## src/verilog/tsf_pkg.sv

```systemverilog
// temperature sample buffer: shared constants, field layout, types
// assumes: one clock domain, byte-wide register port
`default_nettype none

package tsf_pkg;

   // ------------------------------------------------------------
   // geometry
   // ------------------------------------------------------------
   localparam int unsigned DEPTH  = 32;
   localparam int unsigned IDX_W  = 5;
   localparam int unsigned CNT_W  = 6;
   localparam int unsigned WORD_W = 16;

   // ------------------------------------------------------------
   // register offsets
   // ------------------------------------------------------------
   localparam logic [7:0] ADDR_STATUS   = 8'h00;
   localparam logic [7:0] ADDR_WR_IDX   = 8'h04;
   localparam logic [7:0] ADDR_RD_IDX   = 8'h05;
   localparam logic [7:0] ADDR_LOST     = 8'h06;
   localparam logic [7:0] ADDR_COUNT    = 8'h07;
   localparam logic [7:0] ADDR_DATA     = 8'h08;
   localparam logic [7:0] ADDR_WM_CFG   = 8'h09;
   localparam logic [7:0] ADDR_CTRL_CFG = 8'h0A;

   // ------------------------------------------------------------
   // fields, commands, reset values
   // ------------------------------------------------------------
   localparam int unsigned STAT_FLAG_BIT = 7;
   localparam int unsigned CTRL_FLUSH    = 4;
   localparam int unsigned CTRL_STATCLR  = 3;
   localparam int unsigned CTRL_TYPE     = 2;
   localparam int unsigned CTRL_RO       = 1;
   localparam logic [7:0]  CMD_READ      = 8'h33;
   localparam logic [1:0]  PIN0_FN_IRQ   = 2'h3;
   localparam logic [4:0]  IDX_MAX       = 5'h1F;
   localparam logic [4:0]  LOST_MAX      = 5'h1F;
   localparam logic [5:0]  COUNT_FULL    = 6'h20;
   localparam logic [4:0]  WM_RST        = 5'h00;
   localparam logic [7:0]  BYTE_ZERO     = 8'h00;

   typedef enum logic {
      TSF_HALF_UPPER,
      TSF_HALF_LOWER
   } tsf_half_t;

endpackage : tsf_pkg

`default_nettype wire

```

## src/verilog/tsf_store_if.sv

```systemverilog
// storage access bundle between buffer control and sample storage
// assumes: combinational read, write on the clock edge
`timescale 1ns/100ps
`default_nettype none

interface tsf_store_if;
   logic                          wr_en;
   logic [tsf_pkg::IDX_W-1:0]     wr_idx;
   logic [tsf_pkg::WORD_W-1:0]    wr_data;
   logic [tsf_pkg::IDX_W-1:0]     rd_idx;
   logic [tsf_pkg::WORD_W-1:0]    rd_data;

   modport ctrl (output wr_en, output wr_idx, output wr_data,
                 output rd_idx, input rd_data);
   modport mem  (input wr_en, input wr_idx, input wr_data,
                 input rd_idx, output rd_data);
endinterface : tsf_store_if

`default_nettype wire

```

## src/verilog/tsf_top.sv

```systemverilog
// temperature sample buffer: indices, counters, byte port, flag
// assumes: serial engine gives one register strobe per byte
//
// Notes on behaviour
// write index steps once per pushed word, wrapping 0x1F to 0x00.
// read index steps once per fully read word, wrapping to zero.
// master may read and overwrite the read index to refetch words.
// words lost to a full buffer are counted, saturating at 0x1F.
// lost-word count returns to zero whenever a whole word is read.
// stored-word count rises per push, falls per whole word read.
// 2N bytes read from the data port pop N words.
// each sample gives its upper byte first, then its lower byte.
// up to 32 words; the count tells empty from full.
// master reads lost count then stored count; nonzero lost means 32.
// flag sets when count reaches 32 minus the watermark setting.
// pin zero signals the flag when enabled and function select is 3.
// rollover on and full: newest sample overwrites the oldest.
// rollover off and full: new sample dropped, buffer unchanged.
// flag style low: flag re-asserts on each sample while condition holds.
// flag style high: flag asserts only on a new condition.
// data-port read clears the flag only when its clear bit is set.
// flush empties the buffer, zeroes indices and counts, self-clears.
// master takes care rewriting the read index; side effects follow.
// read transaction is command 0x33, start address, length minus one.
// sample stored at write index, and the write index steps in that same cycle.
`timescale 1ns/100ps
`default_nettype none

module tsf_top (
   // clock and reset
   input  wire logic        clk_i,
   input  wire logic        rstn_i,
   // samples from conversion
   input  wire logic        push_i,
   input  wire logic [15:0] push_data_i,
   // register port from serial engine
   input  wire logic        txn_start_i,
   input  wire logic [7:0]  txn_cmd_i,
   input  wire logic [7:0]  reg_addr_i,
   input  wire logic        reg_rd_i,
   input  wire logic        reg_wr_i,
   input  wire logic [7:0]  reg_wdata_i,
   output logic [7:0]       reg_rdata_o,
   output logic             reg_rvalid_o,
   // interrupt routing settings
   input  wire logic        a_full_en_i,
   input  wire logic [1:0]  pin0_function_select_i,
   // flag and pin
   output logic             a_full_o,
   output logic             general_pin_zero_o
);

   // ------------------------------------------------------------
   // declarations
   // ------------------------------------------------------------
   tsf_store_if st ();

   logic [4:0]          write_index_q;
   logic [4:0]          write_index_d;
   logic [4:0]          read_index_q;
   logic [4:0]          read_index_d;
   logic [4:0]          lost_word_count_q;
   logic [4:0]          lost_word_count_d;
   logic [5:0]          count_q;
   logic [5:0]          count_d;
   logic [4:0]          wm_q;
   logic                clear_flag_on_data_read_q;
   logic                edge_type_q;
   logic                overwrite_when_full_q;
   logic                flush_pend_q;
   tsf_pkg::tsf_half_t  half_q;
   logic                rd_data;
   logic                rd_status;
   logic                wr_rd_idx;
   logic                wr_ctrl;
   logic                pop;
   logic                full;
   logic                room;
   logic                accept;
   logic                overwrite;
   logic                lost_evt;
   logic [5:0]          thresh;
   logic                flag_clear;
   logic                flag_q;
   logic [7:0]          rbyte;

   function automatic logic hit(input logic [7:0] a,
                                input logic [7:0] t);
      hit = (a == t);
   endfunction : hit

   // ------------------------------------------------------------
   // register strobe decode
   // ------------------------------------------------------------
   assign rd_data   = reg_rd_i && hit(reg_addr_i, tsf_pkg::ADDR_DATA);
   assign rd_status = reg_rd_i && hit(reg_addr_i, tsf_pkg::ADDR_STATUS);
   assign wr_rd_idx = reg_wr_i && hit(reg_addr_i, tsf_pkg::ADDR_RD_IDX);
   assign wr_ctrl   = reg_wr_i && hit(reg_addr_i, tsf_pkg::ADDR_CTRL_CFG);

   // ------------------------------------------------------------
   // byte phase of the data port
   // ------------------------------------------------------------
   always_ff @(posedge clk_i or negedge rstn_i) begin
      if (!rstn_i) begin
         half_q <= tsf_pkg::TSF_HALF_UPPER;
      end else if (txn_start_i && txn_cmd_i == tsf_pkg::CMD_READ) begin
         half_q <= tsf_pkg::TSF_HALF_UPPER;
      end else if (flush_pend_q) begin
         half_q <= tsf_pkg::TSF_HALF_UPPER;
      end else if (rd_data) begin
         case (half_q)
            tsf_pkg::TSF_HALF_UPPER: half_q <= tsf_pkg::TSF_HALF_LOWER;
            tsf_pkg::TSF_HALF_LOWER: half_q <= tsf_pkg::TSF_HALF_UPPER;
            default:                 half_q <= tsf_pkg::TSF_HALF_UPPER;
         endcase
      end
   end

   // ------------------------------------------------------------
   // push and pop decisions
   // ------------------------------------------------------------
   always_comb begin
      full      = (count_q == tsf_pkg::COUNT_FULL);
      pop       = rd_data && half_q == tsf_pkg::TSF_HALF_LOWER
                  && count_q != 6'h00 && !flush_pend_q;
      room      = !full || pop;
      accept    = push_i && !flush_pend_q && room;
      overwrite = push_i && !flush_pend_q && !room
                  && overwrite_when_full_q;
      lost_evt  = push_i && !flush_pend_q && !room;
   end

   // ------------------------------------------------------------
   // next index and count values
   // ------------------------------------------------------------
   always_comb begin
      write_index_d     = write_index_q;
      read_index_d      = read_index_q;
      count_d           = count_q;
      lost_word_count_d = lost_word_count_q;
      if (flush_pend_q) begin
         write_index_d     = 5'h00;
         read_index_d      = 5'h00;
         count_d           = 6'h00;
         lost_word_count_d = 5'h00;
      end else begin
         if (accept || overwrite) begin
            write_index_d = write_index_q + 5'h01;
         end
         if (wr_rd_idx) begin
            read_index_d = reg_wdata_i[4:0];
         end else if (pop || overwrite) begin
            read_index_d = read_index_q + 5'h01;
         end
         if (accept && !pop) begin
            count_d = count_q + 6'h01;
         end else if (pop && !accept) begin
            count_d = count_q - 6'h01;
         end
         if (pop) begin
            lost_word_count_d = 5'h00;
         end else if (lost_evt && lost_word_count_q != tsf_pkg::LOST_MAX) begin
            lost_word_count_d = lost_word_count_q + 5'h01;
         end
      end
   end

   // ------------------------------------------------------------
   // index and count state
   // ------------------------------------------------------------
   always_ff @(posedge clk_i or negedge rstn_i) begin
      if (!rstn_i) begin
         write_index_q     <= 5'h00;
         read_index_q      <= 5'h00;
         count_q           <= 6'h00;
         lost_word_count_q <= 5'h00;
      end else begin
         write_index_q     <= write_index_d;
         read_index_q      <= read_index_d;
         count_q           <= count_d;
         lost_word_count_q <= lost_word_count_d;
      end
   end

   // ------------------------------------------------------------
   // configuration registers
   // ------------------------------------------------------------
   always_ff @(posedge clk_i or negedge rstn_i) begin
      if (!rstn_i) begin
         wm_q <= tsf_pkg::WM_RST;
      end else if (reg_wr_i && hit(reg_addr_i, tsf_pkg::ADDR_WM_CFG)) begin
         wm_q <= reg_wdata_i[4:0];
      end
   end

   always_ff @(posedge clk_i or negedge rstn_i) begin
      if (!rstn_i) begin
         clear_flag_on_data_read_q <= 1'b0;
         edge_type_q               <= 1'b0;
         overwrite_when_full_q     <= 1'b0;
      end else if (wr_ctrl) begin
         clear_flag_on_data_read_q <= reg_wdata_i[tsf_pkg::CTRL_STATCLR];
         edge_type_q               <= reg_wdata_i[tsf_pkg::CTRL_TYPE];
         overwrite_when_full_q     <= reg_wdata_i[tsf_pkg::CTRL_RO];
      end
   end

   always_ff @(posedge clk_i or negedge rstn_i) begin
      if (!rstn_i) begin
         flush_pend_q <= 1'b0;
      end else begin
         flush_pend_q <= wr_ctrl && reg_wdata_i[tsf_pkg::CTRL_FLUSH];
      end
   end

   // ------------------------------------------------------------
   // storage and watermark flag
   // ------------------------------------------------------------
   assign st.wr_en   = accept || overwrite;
   assign st.wr_idx  = write_index_q;
   assign st.wr_data = push_data_i;
   assign st.rd_idx  = read_index_q;

   tsf_store u_store (
      .clk_i  (clk_i),
      .rstn_i (rstn_i),
      .st     (st)
   );

   assign thresh     = tsf_pkg::COUNT_FULL - {1'b0, wm_q};
   assign flag_clear = rd_status
                       || (rd_data && clear_flag_on_data_read_q);

   tsf_flag u_flag (
      .clk_i       (clk_i),
      .rstn_i      (rstn_i),
      .sample_i    (push_i && !flush_pend_q),
      .count_nxt_i (count_d),
      .thresh_i    (thresh),
      .edge_type_i (edge_type_q),
      .clear_i     (flag_clear),
      .flag_o      (flag_q)
   );

   assign a_full_o = flag_q;

   always_ff @(posedge clk_i or negedge rstn_i) begin
      if (!rstn_i) begin
         general_pin_zero_o <= 1'b0;
      end else begin
         general_pin_zero_o <= flag_q && a_full_en_i
            && pin0_function_select_i == tsf_pkg::PIN0_FN_IRQ;
      end
   end

   // ------------------------------------------------------------
   // read data mux
   // ------------------------------------------------------------
   always_comb begin
      case (reg_addr_i)
         tsf_pkg::ADDR_STATUS:
            rbyte = {flag_q, 7'h00};
         tsf_pkg::ADDR_WR_IDX:   rbyte = {3'h0, write_index_q};
         tsf_pkg::ADDR_RD_IDX:   rbyte = {3'h0, read_index_q};
         tsf_pkg::ADDR_LOST:     rbyte = {3'h0, lost_word_count_q};
         tsf_pkg::ADDR_COUNT:    rbyte = {2'h0, count_q};
         tsf_pkg::ADDR_DATA: begin
            if (half_q == tsf_pkg::TSF_HALF_UPPER) begin
               rbyte = st.rd_data[15:8];
            end else begin
               rbyte = st.rd_data[7:0];
            end
         end
         tsf_pkg::ADDR_WM_CFG:   rbyte = {3'h0, wm_q};
         tsf_pkg::ADDR_CTRL_CFG:
            rbyte = {3'h0, flush_pend_q, clear_flag_on_data_read_q,
                     edge_type_q, overwrite_when_full_q, 1'b0};
         default:                rbyte = tsf_pkg::BYTE_ZERO;
      endcase
   end

   always_ff @(posedge clk_i or negedge rstn_i) begin
      if (!rstn_i) begin
         reg_rdata_o  <= tsf_pkg::BYTE_ZERO;
         reg_rvalid_o <= 1'b0;
      end else begin
         reg_rvalid_o <= reg_rd_i;
         if (reg_rd_i) begin
            reg_rdata_o <= rbyte;
         end
      end
   end
endmodule : tsf_top

`default_nettype wire

```

## src/verilog/tsf_store.sv

```systemverilog
// sample storage: flip-flop array addressed by index
// assumes: control side presents index and data in one cycle
`timescale 1ns/100ps
`default_nettype none

module tsf_store (
   // clock and reset
   input  wire logic  clk_i,
   input  wire logic  rstn_i,
   // storage access
   tsf_store_if.mem   st
);
   logic [tsf_pkg::WORD_W-1:0] mem_q [tsf_pkg::DEPTH];

   // ------------------------------------------------------------
   // one write port per entry
   // ------------------------------------------------------------
   for (genvar i = 0; i < tsf_pkg::DEPTH; i++) begin : g_ent
      always_ff @(posedge clk_i or negedge rstn_i) begin
         if (!rstn_i) begin
            mem_q[i] <= '0;
         end else if (st.wr_en && int'(st.wr_idx) == i) begin
            mem_q[i] <= st.wr_data;
         end
      end
   end

   assign st.rd_data = mem_q[st.rd_idx];

endmodule : tsf_store

`default_nettype wire

```

## src/verilog/tsf_flag.sv

```systemverilog
// watermark flag: set on sample events (level style) or on a new condition (edge style), cleared by status reads
// assumes: count_nxt_i is the stored-word count after this cycle
`timescale 1ns/100ps
`default_nettype none

module tsf_flag (
   // clock and reset
   input  wire logic        clk_i,
   input  wire logic        rstn_i,
   // events and settings
   input  wire logic        sample_i,
   input  wire logic [5:0]  count_nxt_i,
   input  wire logic [5:0]  thresh_i,
   input  wire logic        edge_type_i,
   input  wire logic        clear_i,
   // flag
   output logic             flag_o
);
   logic cond_d;
   logic cond_q;
   logic set_d;

   // ------------------------------------------------------------
   // detection
   // ------------------------------------------------------------
   always_comb begin
      cond_d = (count_nxt_i >= thresh_i);
      if (edge_type_i) begin
         set_d = cond_d && !cond_q;
      end else begin
         set_d = sample_i && cond_d;
      end
   end

   always_ff @(posedge clk_i or negedge rstn_i) begin
      if (!rstn_i) begin
         cond_q <= 1'b0;
      end else begin
         cond_q <= cond_d;
      end
   end

   // ------------------------------------------------------------
   // flag, set wins over clear
   // ------------------------------------------------------------
   always_ff @(posedge clk_i or negedge rstn_i) begin
      if (!rstn_i) begin
         flag_o <= 1'b0;
      end else if (set_d) begin
         flag_o <= 1'b1;
      end else if (clear_i) begin
         flag_o <= 1'b0;
      end
   end

endmodule : tsf_flag

`default_nettype wire

```

## config.mk

```make
export PLATFORM = sky130hd
export DESIGN_NAME = tsf_top
export DESIGN_NICKNAME = d
export VERILOG_FILES = /design/src/verilog/tsf_pkg.sv /design/src/verilog/tsf_store_if.sv /design/src/verilog/tsf_top.sv /design/src/verilog/tsf_store.sv /design/src/verilog/tsf_flag.sv
export SDC_FILE = /design/constraint.sdc
export NUM_CORES = 1
export LEC_CHECK = 0
export ABC_AREA = 1
export BUFFER_PORTS_ARGS = -buffer_cell sky130_fd_sc_hd__buf_4
export CORE_ASPECT_RATIO = 0.8
export CORE_UTILIZATION = 43
export CTS_CLUSTER_SIZE = 28
export DETAILED_ROUTE_END_ITERATION = 7
export PLACE_DENSITY = 0.63
export SLEW_MARGIN = 30
export SYNTH_ARGS = -nofsm -noshare
export SYNTH_HDL_FRONTEND = slang
export SYNTH_SLANG_ARGS = --single-unit
```

## constraint.sdc

```tcl
create_clock -name clk_i -period 5.5 [get_ports clk_i]
set_input_delay 0.275 -clock clk_i [delete_from_list [all_inputs] [get_ports clk_i]]
set_output_delay 0.275 -clock clk_i [all_outputs]
set_load 0.03 [all_outputs]
```

==> impl_metrics.toml <==
[clocking]
insertion_delay_ps = 620
cts_buffer_depth = 3
htree_levels = 2
cts_setup_buffers = 0
root_buffer = "clkbuf_16"
cts_tree = "built"
cts_made_buffers = 57
cts.sinks = 555
cts.clk_slew.worst_paths_ps = 60

[synthesis]
avgSynthCellArea_um2 = 7.18
synth_top_area_cell = "dfrtp_1"
synth_compound_area_frac = 0.0364
synth_fa_ha_area_frac = 0.00762
netlist.area_leader.share = 0.470
synth_top_family_by_area = "simple AND/OR/NAND/NOR gates"
synth_seq_cells = 555
synthTopCellsByCount = "1751 x nand2_1, 721 x nand3_1, 555 x dfrtp_1"
synthXorXnorAreaFrac = 0.00445
synth_warnings = 0
synthMuxAreaShare = 0
syn-instance-count = 4113
seq_area_frac_synth = 0.470
async_reset_ff_frac = 1.00
synth.most_common_cell = "nand2_1"
syn-num-nets = 4180
yosys.area_share.simple = 0.398
synth_cell_types = 36
synth.area.top_cells = "dfrtp_1 47%, nand2_1 22%, nand3_1 12%"
yosys_most_used_dff = "dfrtp_1"
synth_enable_flop_cells = 0
netlist_area_mm2 = 0.0295

[setup_path]
arrival_ps = 4130
critPathKind = "reg -> reg"
reg2reg_depth = 14
required_ps = 6020
rrSetupSlack_ps = 1890
timing.rr.end = "reg_rdata_o[2]"
crit_start = "read_index_q[2]"
endpoint_kind = "register"
crit_fanout = 36
startpoint_type = "register"
reg2reg_from = "read_index_q[2]"
cp-endpoint = "reg_rdata_o[2]"

[floorplanning]
io_pins = 60
start_util = 0.437
die_w_um = 295
die-area_mm2 = 0.0698
die_h_um = 236
coreArea_mm2 = 0.0676
rows = 85

[layout]
area_growth_pct = 9.17
antenna_cells = 0
drive_above_1_share = 0.0639
nets = 4077
num-fill-cells = 6845
fin_area_mm2 = 0.0323

[global_routing]
gr-total-overflow = 0
first_global_vias = 24633
grt_pass1_wl_um = 147000
antenna_found_initial = 1
grt_max_degree = 163
grt_usage = 0.270

[power]
ir_drop_v = 0.000252
power_density_mw_per_mm2 = 440
p_leak_nw = 17.3

[timing]
setup_ws_ps = 1890
setup_viol = 0
slew_violations = 0
rsz0062_at_grt = "no"
clock.fmax_ghz = 0.277
hold_viol = 0
fin_setup_tns_ps = 0
slew_headroom = 0.421
period_share = 0.656
clock_skew_ps = 19.9
period_needed_ps = 3610
worst_pin_slew_ps = 866

[placed_design]
gp_congestion = 0.890
hpwl_um = 54100
dpl_cell_area_mm2 = 0.0302
portBuffers = 56
pre_cts_ws_ps = 2000

[status]
outcome = "finished, final reports clean"

[detailed_routing]
viasPerCell = 5.37
firstDrtPassIters = 8
wire_per_inst_um = 18.8
drc = 0
drtIter0Drc = 3161
route.vias.total = 26652
ant_nets = 0
routed_wl_um = 93400

[hold_path]
hold_class = "in -> reg"

[job]
drv_cap = 0
## registers in the layout (all words and copies together) (netlist names), 5 cells and up
name and count:
u_store.mem_q 512, reg_rdata_o 8, count_q 6, lost_word_count_q 5
read_index_q 5, st.wr_idx 5, wm_q 5
## worst max-delay path, stage by stage, from the launching register on
cell and delay (ps):
dfrtp_1 340, buf_4 440, clkinv_1 170, nand2_1 620, clkinv_1 740, nand2_1 220
nand2_1 70, nor2_1 260, nand2_1 210, nand3_1 110, nand2_1 90, nand2_1 60
nand2_1 50, nand2_1 70, nand2_1 40
## layer usage
metal	up-vias	global-route usage	wire length, µm	part of all wire
li1	12744	-	-	-
met1	12797	0.408	42700	0.46
met2	974	0.397	41000	0.44
met3	137	0.0385	7270	0.078
met4	0	0.0831	2500	0.027
met5	-	0	0	0
## cells by family (layout without fill, tap and decap cells)
family / after synthesis / count (layout)
DFF: 555 / 555
buffers and inverters: 529 / 468
AOI/OAI and AO/OA: 198 / 198
and+or+nand+nor: 2798 / 2798
adders and majority gates: 18 / 18
xor gates and xnor gates: 15 / 15
## worst min path at each step
stage          cells after the start      startpoint  slack, ps                   endpoint
5_1_grt                            3  reg_wdata_i[3]         40  clear_flag_on_data_read_q
3_3_place_gp                       1          rstn_i        410          u_store.mem_q[72]
3_5_place_dp                       1          rstn_i        420          u_store.mem_q[72]
4_1_cts                            3  reg_wdata_i[4]        0.7                    wm_q[4]
6_report                           3  reg_wdata_i[4]         20                    wm_q[4]
2_1_floorplan                      0          rstn_i        -20  clear_flag_on_data_read_q
## through the flow
step	hold WS, ps	utilization	cells	total power [mW]
after global routing	38.8	0.477	4965	15.1
after CTS	0.669	0.477	4965	14.2
after floorplan	-20.6	-	4113	8.91
after global placement	408	0.446	4854	9.92
after detailed placement	420	0.446	4854	10.0
final	22.1	0.477	4965	14.2
## area by class of cell
| class | count | area, µm² | area share |
|---|---|---|---|
| sequential | 555 | 13900 | 0.431 |
| multi-input combinational | 3029 | 13200 | 0.409 |
| clock buffer | 84 | 1700 | 0.0526 |
| tap | 913 | 1140 | 0.0354 |
| timing repair buffer | 123 | 1130 | 0.0351 |
| inverter | 244 | 922 | 0.0286 |
| clock inverter | 17 | 269 | 0.00834 |
## where the power goes
part	leakage, nW	internal, mW	switching [mW]	total [mW]
clock network	0.967	2.45	1.69	4.14
logic	9.02	1.31	2.45	3.76
registers	7.35	5.47	0.805	6.28
total	17.3	9.23	4.95	14.2
## cells in the final DEF, fill, tap and decap left out, types with 8 or more instances in the layout
cell type      count
a21oi_1           38
buf_12            14
buf_4             98
clkbuf_1          10
clkbuf_16         57
clkbuf_8          17
clkinv_2           8
dfrtp_1          553
dlygate4sd3_1     10
ha_1              18
inv_1            235
nand2_1         1751
nand2_4           30
nand3_1          721
nor2_1           257
nor3_1             8
o211ai_1          18
o21ai_0          123
o22ai_1           12
or2_2              9
xor2_1            13
## timing repair
action / CTS / global route
resized for setup: 0 / 0
hold endpoints to repair: 112 / 0
hold buffers: 10 / 0
(Power assumes the default switching activity.)
